==> config.mk <==
export PLATFORM = sky130hd
export DESIGN_NAME = bus_pad_config_bank
export DESIGN_NICKNAME = d
export VERILOG_FILES = /design/src/hw/bus_pad_pkg.sv /design/src/hw/bus_pad_config_bank.sv
export SDC_FILE = /design/constraint.sdc
export NUM_CORES = 1
export LEC_CHECK = 0
export BUFFER_PORTS_ARGS = -buffer_cell sky130_fd_sc_hd__buf_4
export CORE_UTILIZATION = 35
export CTS_CLUSTER_DIAMETER = 40
export DETAILED_ROUTE_END_ITERATION = 6
export PLACE_DENSITY_LB_ADDON = 0.2
export SLEW_MARGIN = 40
export SYNTH_ARGS = -nofsm -noshare
export SYNTH_HDL_FRONTEND = slang
export SYNTH_SLANG_ARGS = --single-unit
==> constraint.sdc <==
create_clock -name pclk -period 3.65 [get_ports pclk]
set_input_delay 0.1825 -clock pclk [delete_from_list [all_inputs] [get_ports pclk]]
set_output_delay 0.1825 -clock pclk [all_outputs]
set_load 0.005 [all_outputs]
==> src/hw/bus_pad_pkg.sv <==
// Constants, field layouts and carrier types of the bus pad configuration bank
package bus_pad_pkg;

  // ==========================================================
  // Sizes
  localparam int          BUS_PINS   = 6;
  localparam int          LVL_PORTS  = 6;
  localparam int          ADDR_W     = 12;
  localparam logic [2:0]  REG_COUNT  = 3'h6;

  // ==========================================================
  // Register map: bank select is paddr[11:5], index paddr[4:2]
  localparam logic [6:0]  BANK_BUS_CTRL  = 7'h00;
  localparam logic [6:0]  BANK_INPUT_LVL = 7'h01;
  localparam logic [11:0] BUS_CTRL_BASE  = 12'h000;
  localparam logic [11:0] INPUT_LVL_BASE = 12'h020;
  localparam logic [2:0]  PORT_E_IDX     = 3'h4;

  // ==========================================================
  // Bus pad control fields
  localparam int          SLEW_BIT     = 6;
  localparam int          BIAS_LSB     = 4;
  localparam int          TRIP_LSB     = 0;
  localparam logic [7:0]  BUS_CTRL_MASK  = 8'h73;
  localparam logic [7:0]  BUS_CTRL_RESET = 8'h00;

  localparam logic [1:0]  BIAS_STD     = 2'h0;
  localparam logic [1:0]  BIAS_2X      = 2'h1;
  localparam logic [1:0]  BIAS_10X     = 2'h2;
  localparam logic [1:0]  TRIP_STD     = 2'h0;
  localparam logic [1:0]  TRIP_BUS     = 2'h1;
  localparam logic [1:0]  TRIP_SMBUS2  = 2'h2;
  localparam logic [1:0]  TRIP_SMBUS3  = 2'h3;

  // ==========================================================
  // Input level registers
  localparam logic [7:0]  LVL_MASK       = 8'hFF;
  localparam logic [7:0]  LVL_MASK_E     = 8'h0F;
  localparam logic [7:0]  LVL_RESET      = 8'hFF;
  localparam logic [7:0]  LVL_RESET_E    = 8'h0F;

  // ==========================================================
  // Bus-capable pins, listed pin 5 down to pin 0: D1 D0 C4 C3 B2 B1
  localparam logic [5:0][2:0] BUS_PIN_PORT = {3'h3, 3'h3, 3'h2, 3'h2, 3'h1, 3'h1};
  localparam logic [5:0][2:0] BUS_PIN_BIT  = {3'h1, 3'h0, 3'h4, 3'h3, 3'h2, 3'h1};

  // ==========================================================
  // Carriers
  typedef struct packed {
    logic hit;
    logic is_bus;
    logic [2:0] idx;
  } addr_hit_t;

  typedef struct packed {
    logic bus_slew_en;
    logic std_slew_limit;
    logic std_pull_en;
    logic pull_2x_en;
    logic pull_10x_en;
    logic thr_smbus3;
    logic thr_smbus2;
    logic thr_bus_specific;
    logic schmitt_input;
    logic thr_ttl;
    logic periph_bus_schmitt;
  } pad_drive_t;

endpackage : bus_pad_pkg

==> src/hw/bus_pad_config_bank.sv <==
// APB register bank that configures the pads of the two-wire bus capable pins
//
// What this block does
// - Bus slew bit overrides standard slew limiting
// - Bus slew clear: general edge-rate bit rules
// - Bias code 10 ten-fold, 01 two-fold; 11 reserved
// - Bias code 00 defers to general pull-up
// - Trip codes select SMBus3, SMBus2, bus thresholds
// - Trip code 00 defers to input-level bit
// - Bits 7, 3, 2 ignore writes, read zero
// - Control fields reset to zero on reset
// - Peripherals get bus Schmitt input when enabled
// - Input-level bit: set Schmitt, clear TTL
// - Weak pull-up bit enables standard pull-up
// - Edge-rate bit limits slew, clear maximum
//
// Decided for this implementation: the register addresses and the APB interface to the registers.
`timescale 1ns/1ps
`default_nettype none

module bus_pad_config_bank
  import bus_pad_pkg::*;
(
  input  wire logic                 pclk,                 // APB clock, 10 MHz
  input  wire logic                 presetn,              // Async reset, low
  input  wire logic                 psel,                 // Slave select
  input  wire logic                 penable,              // Access phase
  input  wire logic                 pwrite,               // Write when high
  input  wire logic [ADDR_W-1:0]    paddr,                // Byte address
  input  wire logic [31:0]          pwdata,               // Write data
  input  wire logic [3:0]           pstrb,                // Byte lane strobes
  output var  logic [31:0]          prdata,               // Read data
  output var  logic                 pready,               // Transfer ready
  output var  logic                 pslverr,              // Unmapped access
  input  wire logic [BUS_PINS-1:0]  pin_edge_rate_limit,  // General slew bits
  input  wire logic [BUS_PINS-1:0]  pin_weak_bias_en,     // General pull-up bits
  output var  pad_drive_t [BUS_PINS-1:0] bus_pad_drive,   // Per bus pin pad setup
  output var  logic [LVL_PORTS-1:0][7:0] pin_input_level_sel // Per port level select
);

  // ==========================================================
  // Address decode, shared by the read and the write path
  function automatic addr_hit_t decode_addr(input logic [ADDR_W-1:0] a);
    addr_hit_t r;
    r.hit    = 1'b0;
    r.is_bus = 1'b0;
    r.idx    = a[4:2];
    if (a[1:0] != 2'h0) begin
      r.hit = 1'b0;
    end else if (a[4:2] >= REG_COUNT) begin
      r.hit = 1'b0;
    end else if (a[11:5] == BANK_BUS_CTRL) begin
      r.hit    = 1'b1;
      r.is_bus = 1'b1;
    end else if (a[11:5] == BANK_INPUT_LVL) begin
      r.hit = 1'b1;
    end
    return r;
  endfunction : decode_addr

  // ==========================================================
  // Pad decode of one bus-capable pin
  function automatic pad_drive_t decode_pad(
    input logic [7:0] ctrl,
    input logic       gen_slew,
    input logic       gen_pull,
    input logic       gen_level
  );
    pad_drive_t d;
    logic [1:0] bias;
    logic [1:0] trip;
    bias = ctrl[BIAS_LSB +: 2];
    trip = ctrl[TRIP_LSB +: 2];
    d    = '0;
    if (ctrl[SLEW_BIT]) begin
      d.bus_slew_en    = 1'b1;
      d.std_slew_limit = 1'b0;
    end else begin
      d.std_slew_limit = gen_slew;
    end
    // Reserved bias code falls back to the standard pull-up path
    if (bias == BIAS_10X) begin
      d.pull_10x_en = 1'b1;
    end else if (bias == BIAS_2X) begin
      d.pull_2x_en = 1'b1;
    end else begin
      d.std_pull_en = gen_pull;
    end
    case (trip)
      TRIP_SMBUS3: d.thr_smbus3 = 1'b1;
      TRIP_SMBUS2: d.thr_smbus2 = 1'b1;
      TRIP_BUS: begin
        d.thr_bus_specific   = 1'b1;
        d.periph_bus_schmitt = 1'b1;
      end
      default: begin
        d.schmitt_input = gen_level;
        d.thr_ttl       = ~gen_level;
      end
    endcase
    return d;
  endfunction : decode_pad

  // ==========================================================
  // One-hot register select, shared by both write banks
  function automatic logic [BUS_PINS-1:0] idx_onehot(input logic [2:0] idx);
    logic [BUS_PINS-1:0] v;
    for (int k = 0; k < BUS_PINS; k++) begin
      v[k] = (idx == k[2:0]);
    end
    return v;
  endfunction : idx_onehot

  // ==========================================================
  // Implemented bits of one input level register; port E is short
  function automatic logic [7:0] lvl_mask_of(input logic [2:0] idx);
    logic [7:0] m;
    m = LVL_MASK;
    if (idx == PORT_E_IDX) begin
      m = LVL_MASK_E;
    end
    return m;
  endfunction : lvl_mask_of

  // Reset value of one input level register, shared by the stored copy
  // and the output copy so the two can never disagree after reset
  function automatic logic [7:0] lvl_reset_of(input logic [2:0] idx);
    logic [7:0] v;
    v = LVL_RESET;
    if (idx == PORT_E_IDX) begin
      v = LVL_RESET_E;
    end
    return v;
  endfunction : lvl_reset_of

  // ==========================================================
  // Read multiplexer: a refused address reads as zero
  function automatic logic [31:0] read_word(
    input addr_hit_t  s,
    input logic [7:0] bus_val,
    input logic [7:0] lvl_val
  );
    logic [31:0] w;
    w = '0;
    if (s.hit && s.is_bus) begin
      w[7:0] = bus_val;
    end else if (s.hit) begin
      w[7:0] = lvl_val;
    end
    return w;
  endfunction : read_word

  // ==========================================================
  // Register storage and next values
  logic [7:0]  bus_ctrl_reg  [BUS_PINS];
  logic [7:0]  bus_ctrl_next [BUS_PINS];
  logic [7:0]  lvl_reg       [LVL_PORTS];
  logic [7:0]  lvl_next      [LVL_PORTS];
  logic        pready_reg;
  logic        pready_next;
  logic        pslverr_reg;
  logic        pslverr_next;
  logic [31:0] prdata_reg;
  logic [31:0] prdata_next;
  addr_hit_t   sel;
  logic        setup_phase;
  logic        wr_take;
  logic [BUS_PINS-1:0]  bus_wr_sel;
  logic [LVL_PORTS-1:0] lvl_wr_sel;
  pad_drive_t [BUS_PINS-1:0] drive_next;

  assign sel         = decode_addr(paddr);
  assign setup_phase = psel & ~penable;
  // Write lands only at the edge where the access phase sees pready
  assign wr_take     = psel & penable & pwrite & pready_reg & pstrb[0];
  // A refused address never reaches either bank
  assign bus_wr_sel  = (wr_take && sel.hit && sel.is_bus) ? idx_onehot(sel.idx) : '0;
  assign lvl_wr_sel  = (wr_take && sel.hit && !sel.is_bus) ? idx_onehot(sel.idx) : '0;

  // ==========================================================
  // Write path: reserved bits are masked off before they are stored
  always_comb begin
    for (int i = 0; i < BUS_PINS; i++) begin
      bus_ctrl_next[i] = bus_ctrl_reg[i];
      if (bus_wr_sel[i]) begin
        bus_ctrl_next[i] = pwdata[7:0] & BUS_CTRL_MASK;
      end
    end
  end

  always_comb begin
    for (int p = 0; p < LVL_PORTS; p++) begin
      lvl_next[p] = lvl_reg[p];
      if (lvl_wr_sel[p]) begin
        lvl_next[p] = pwdata[7:0] & lvl_mask_of(p[2:0]);
      end
    end
  end

  always_ff @(posedge pclk or negedge presetn) begin
    if (!presetn) begin
      for (int i = 0; i < BUS_PINS; i++) begin
        bus_ctrl_reg[i] <= BUS_CTRL_RESET;
      end
    end else begin
      for (int i = 0; i < BUS_PINS; i++) begin
        bus_ctrl_reg[i] <= bus_ctrl_next[i];
      end
    end
  end

  always_ff @(posedge pclk or negedge presetn) begin
    if (!presetn) begin
      for (int p = 0; p < LVL_PORTS; p++) begin
        lvl_reg[p] <= lvl_reset_of(p[2:0]);
      end
    end else begin
      for (int p = 0; p < LVL_PORTS; p++) begin
        lvl_reg[p] <= lvl_next[p];
      end
    end
  end

  // ==========================================================
  // APB answer: one cycle after setup, so zero wait states in access
  always_comb begin
    pready_next  = setup_phase;
    pslverr_next = setup_phase & ~sel.hit;
    prdata_next  = prdata_reg;
    if (setup_phase) begin
      prdata_next = '0;
      if (!pwrite) begin
        prdata_next = read_word(sel, bus_ctrl_reg[sel.idx], lvl_reg[sel.idx]);
      end
    end
  end

  // Ready and error are one-cycle pulses
  always_ff @(posedge pclk or negedge presetn) begin
    if (!presetn) begin
      pready_reg <= 1'b0;
    end else begin
      pready_reg <= pready_next;
    end
  end

  always_ff @(posedge pclk or negedge presetn) begin
    if (!presetn) begin
      pslverr_reg <= 1'b0;
    end else begin
      pslverr_reg <= pslverr_next;
    end
  end

  // Read data holds until the next setup cycle
  always_ff @(posedge pclk or negedge presetn) begin
    if (!presetn) begin
      prdata_reg <= '0;
    end else begin
      prdata_reg <= prdata_next;
    end
  end

  assign pready  = pready_reg;
  assign pslverr = pslverr_reg;
  assign prdata  = prdata_reg;

  // ==========================================================
  // Pad outputs: decoded from next values so the flops change at the
  // write edge itself; the general per-pin inputs see one flop of delay
  for (genvar g = 0; g < BUS_PINS; g++) begin : g_pad
    assign drive_next[g] = decode_pad(
      bus_ctrl_next[g],
      pin_edge_rate_limit[g],
      pin_weak_bias_en[g],
      lvl_next[BUS_PIN_PORT[g]][BUS_PIN_BIT[g]]
    );
  end

  always_ff @(posedge pclk or negedge presetn) begin
    if (!presetn) begin
      bus_pad_drive <= '0;
    end else begin
      bus_pad_drive <= drive_next;
    end
  end

  always_ff @(posedge pclk or negedge presetn) begin
    if (!presetn) begin
      for (int p = 0; p < LVL_PORTS; p++) begin
        pin_input_level_sel[p] <= lvl_reset_of(p[2:0]);
      end
    end else begin
      for (int p = 0; p < LVL_PORTS; p++) begin
        pin_input_level_sel[p] <= lvl_next[p];
      end
    end
  end

endmodule : bus_pad_config_bank

`default_nettype wire

Word level (Yosys, flattened, before mapping). Index checks and enable logic that the tools add are counted.

Bits in registers: 172. Output and inout port bits: 148.

Order comparisons: 2. Eq/ne operators: 36. Mux-type cells: 88. Bitwise logic cells: 16. Reductions and logical operators: 14.

Operators with widths (count): two-way mux 8 bit (8); two-way mux 1 bit (55); binary-select mux 8 bit (select 3 bit) (2); two-way mux 7 bit (6); == test 2 bit, second input constant (18); two-way mux 2 bit (13); == test 2 x 1 -> 1 bit, second input constant (12); OR reduction 3 bit (6); two-way mux 6 bit (2); bitwise AND 8 bit (1); NOT 1 bit (8); == test 7 x 1 -> 1 bit, second input constant (1); zero test 7 bit (1); bitwise AND 1 bit (6); == test 3 x 2 -> 1 bit, second input constant (2); == test 3 bit, second input constant (2); two-way mux 5 bit (1); greater-or-equal comparator 4 bit, second input constant (1); logical AND 1 bit (4); NOT 3 -> 4 bit (1); == test 3 x 1 -> 1 bit, second input constant (1); greater-or-equal comparator 3 bit, second input constant (1); zero test 3 bit (1); two-way mux 3 bit (1); other kinds (2) (2).

Longest topological paths before layout.
Depth in word-level cells: 12. Depth in mapped cells: 9. Depth with buffers taken out: 5.

Worst setup path before layout. OpenSTA, ideal clock, no wires.

Path kind: input to register. From: input port paddr[6]. To: register bus_pad_drive[20] (netlist bit). Library setup time: 0.071 ns. Data arrival time: 1.850 ns. Setup slack: 1.728 ns. Stages: 6. Path buffers: 1. Path through: nor4_4 > nand2_1 > or4_1 > buf_4 > mux2_4 > nor2_1.

RTL lines: start: declaration (RTL line bus_pad_config_bank.sv:29) `input wire logic [ADDR_W-1:0] paddr,`; end signal: assignment (RTL line bus_pad_config_bank.sv:284) `bus_pad_drive <= drive_next;`; end: declaration (RTL line bus_pad_config_bank.sv:37) `output var pad_drive_t [BUS_PINS-1:0] bus_pad_drive,`.

==> results.toml <==
[power]
combPwrFrac = 0.054
power.total_mw = 3.41
p_clk_frac = 0.493
peakVddDrop_v = 0.000324
power.leakage_nw = 4.06
switchingPower_mw = 0.769
p_sw_frac = 0.225
power_density_nw_per_um2 = 404
sequentialPowerShare = 0.452
internal_power_mw = 2.64

[outcome]
violations = "DRC"
status = "finished with violations"

[floorplanning]
coreArea_um2 = 18100
die_height_um = 139
num_rows = 49
ios = 213
dieArea_um2 = 19200
die_x_um = 139
start_util = 0.360

[sta]
fin_crit_ps = 2580
tightestPinTransition_ps = 753
rsz0062_at_grt = "no"
max-slew-margin-rel = 0.498
max_freq_mhz = 387
min_period_over_period = 0.707
drv_slew = 0
finalSetupTns_ps = 0
fin_ws_ps = 1070
clock_skew_ps = 8.02
final-setup-viol-count = 0
hold_violations = 0

[critical_path]
crit_family = "simple AND/OR/NAND/NOR gates"
critPathSlowestCell = "or4_1"
path_cells = "and4_1 > nand2_1 > or4_1 > mux2i_1 > nor2b_1"
r2r_slack_ps = 1070
max_stage_delay_ps = 940
crit_fanout = 18
worstPathRequired_ps = 3940
crit_type = "reg2reg"
crit_path_end_kind = "flop"
worstPathArrival_ps = 2870
startpoint_type = "flop"
critPathBufInv = 0

[cells_and_area]
final_nets = 771
final_cell_mix = "buf_4, dfrtp_1, mux2_2"
final_common_cell = "buf_4"
drive_above_1_share = 0.448
diodes = 0
largest_register_ffs = 54
syn_to_final_growth_pct = 29.6

[logic_synthesis]
netlist_instances = 556
yosysUniqueCellTypes = 43
synth_area_um2 = 6530
ys_warn_count = 0
ys_seq_area_frac = 0.538
synth.avg_cell_area_um2 = 11.7
synth_seq_cells = 138

[global_routing]
grt_max_degree = 98
first_global_vias = 4899
antenna_found_initial = 0
grt_overflow = 0
grt_util_all_layers = 0.193
grt_pass1_wl_um = 28200

[place]
io_buffers = 157
gp_congestion = 0.875
place_hpwl_um = 12800
dp_slack_ps = 1020

[job]
maxCapViolations = 0

[drt]
via_count = 4759
vias_per_cell = 5.02
first_iter_violations = 415
drc_errors = 25
wl_per_cell_um = 18.8
drt_pass1_iterations = 7
wl_um = 17800
postRouteAntennaNets = 0

[cts]
htreeDepth = 4
cts.clk_slew.worst_paths_ps = 60
cts_made_buffers = 17
post-cts-setup-buffers = 0
clk_path_buf_depth = 2
clock-sinks = 138
clk_latency_ps = 430
cts-root-buf = "clkbuf_16"
cts_resized = 0
tritoncts = "yes"

[min_path]
hp-class = "in2reg"
## final cells by class
cell class,instances,area (um2)
clock buffer,22,497
clock inverter,10,90.1
fill,1710,9690
inverter,12,45.0
multi-input combinational,360,2660
sequential,138,3510
tap,229,287
timing repair buffer,177,1370
## timing repair
item / in CTS / in global routing
setup endpoints to repair: 0 / 0
hold endpoints to repair: 65 / 0
hold buffers: 13 / 0
## cell families after synthesis
family                 share of synthesized area
AND/OR/NAND/NOR                            0.125
flip-flops                                 0.538
multiplexers                               0.177
AO/OA/AOI/OAI                             0.0775
buffers and inverters                     0.0740
XOR/XNOR                                 0.00805
other                                   0.000575
## metal layers
metal / GRT usage / vias to the layer above / wire length [um]
li1: - / 2215 / -
met1: 0.255 / 2362 / 7860
met2: 0.311 / 162 / 8700
met3: 0.0394 / 20 / 990
met4: 0.0745 / 0 / 243
met5: 0 / - / 0
## metrics by stage
| stage | hold slack (ps) | instances | instance area, um2 | utilization |
|---|---|---|---|---|
| after CTS | 9.60 | 948 | 8440 | 0.465 |
| after floorplan | -113 | 583 | 6630 | - |
| after global routing | 17.3 | 948 | 8460 | 0.466 |
| after global placement | 329 | 903 | 7720 | 0.425 |
| final | 29.8 | 948 | 8460 | 0.466 |
| after detailed placement | 264 | 903 | 7720 | 0.426 |
## power groups by stage
stage | Combinational [mW] | Sequential [mW] | Clock, mW
5_1_grt | 0.205 | 1.54 | 1.79
4_1_cts | 0.187 | 1.54 | 1.72
6_report | 0.185 | 1.54 | 1.68
3_5_place_dp | 0.175 | 1.57 | 0
3_3_place_gp | 0.171 | 1.57 | 0
2_1_floorplan | 0.0885 | 1.57 | 0
## cells in the mapped netlist
master	instances	area, um2
dfrtp_1	94	2350
mux2_2	69	777
o21ai_0	50	250
dfstp_2	44	1160
buf_4	41	308
nand2_1	31	116
nand3b_1	27	203
mux2i_1	23	230
nor2_1	22	82.6
clkbuf_1	21	78.8
nand3_1	14	70.1
inv_1	12	45.0
buf_2	8	40.0
nor3_1	8	40.0
o22ai_1	8	50.1
nand2b_1	7	43.8
or3_1	7	43.8
a21oi_1	6	30.0
mux4_2	6	135
xor2_1	6	52.6
and2_1	5	31.3
nor2b_1	5	31.3
o31ai_1	4	30.0
a32o_1	3	30.0
a32oi_1	3	26.3
buf_1	3	11.3
nor3_2	3	30.0
nor4_1	3	18.8
or4_1	3	22.5
a221oi_1	2	17.5
a2bb2oi_1	2	17.5
a31oi_1	2	12.5
nand4b_1	2	17.5
nor4_4	2	42.5
o2bb2ai_1	2	17.5
a22oi_1	1	7.51
and4_1	1	8.76
conb_1	1	3.75
mux2_4	1	15.0
nand4_1	1	6.26
o21a_1	1	7.51
o32ai_1	1	8.76
or2_2	1	6.26
## final timing paths
check | start | endpoint | cells past startpoint
setup / recovery | pready | bus_pad_drive[13] | 5
hold / removal | pwdata[7] | pin_input_level_sel[15] | 2
setup reg to reg | pready | bus_pad_drive[13] | 5
hold reg to reg | prdata[2] | prdata[2] | 1
max in group asynchronous | presetn | pin_input_level_sel[25] | 3
min in group asynchronous | presetn | bus_pad_drive[41] | 2
No activity file was read; power rests on OpenSTA's default activity.
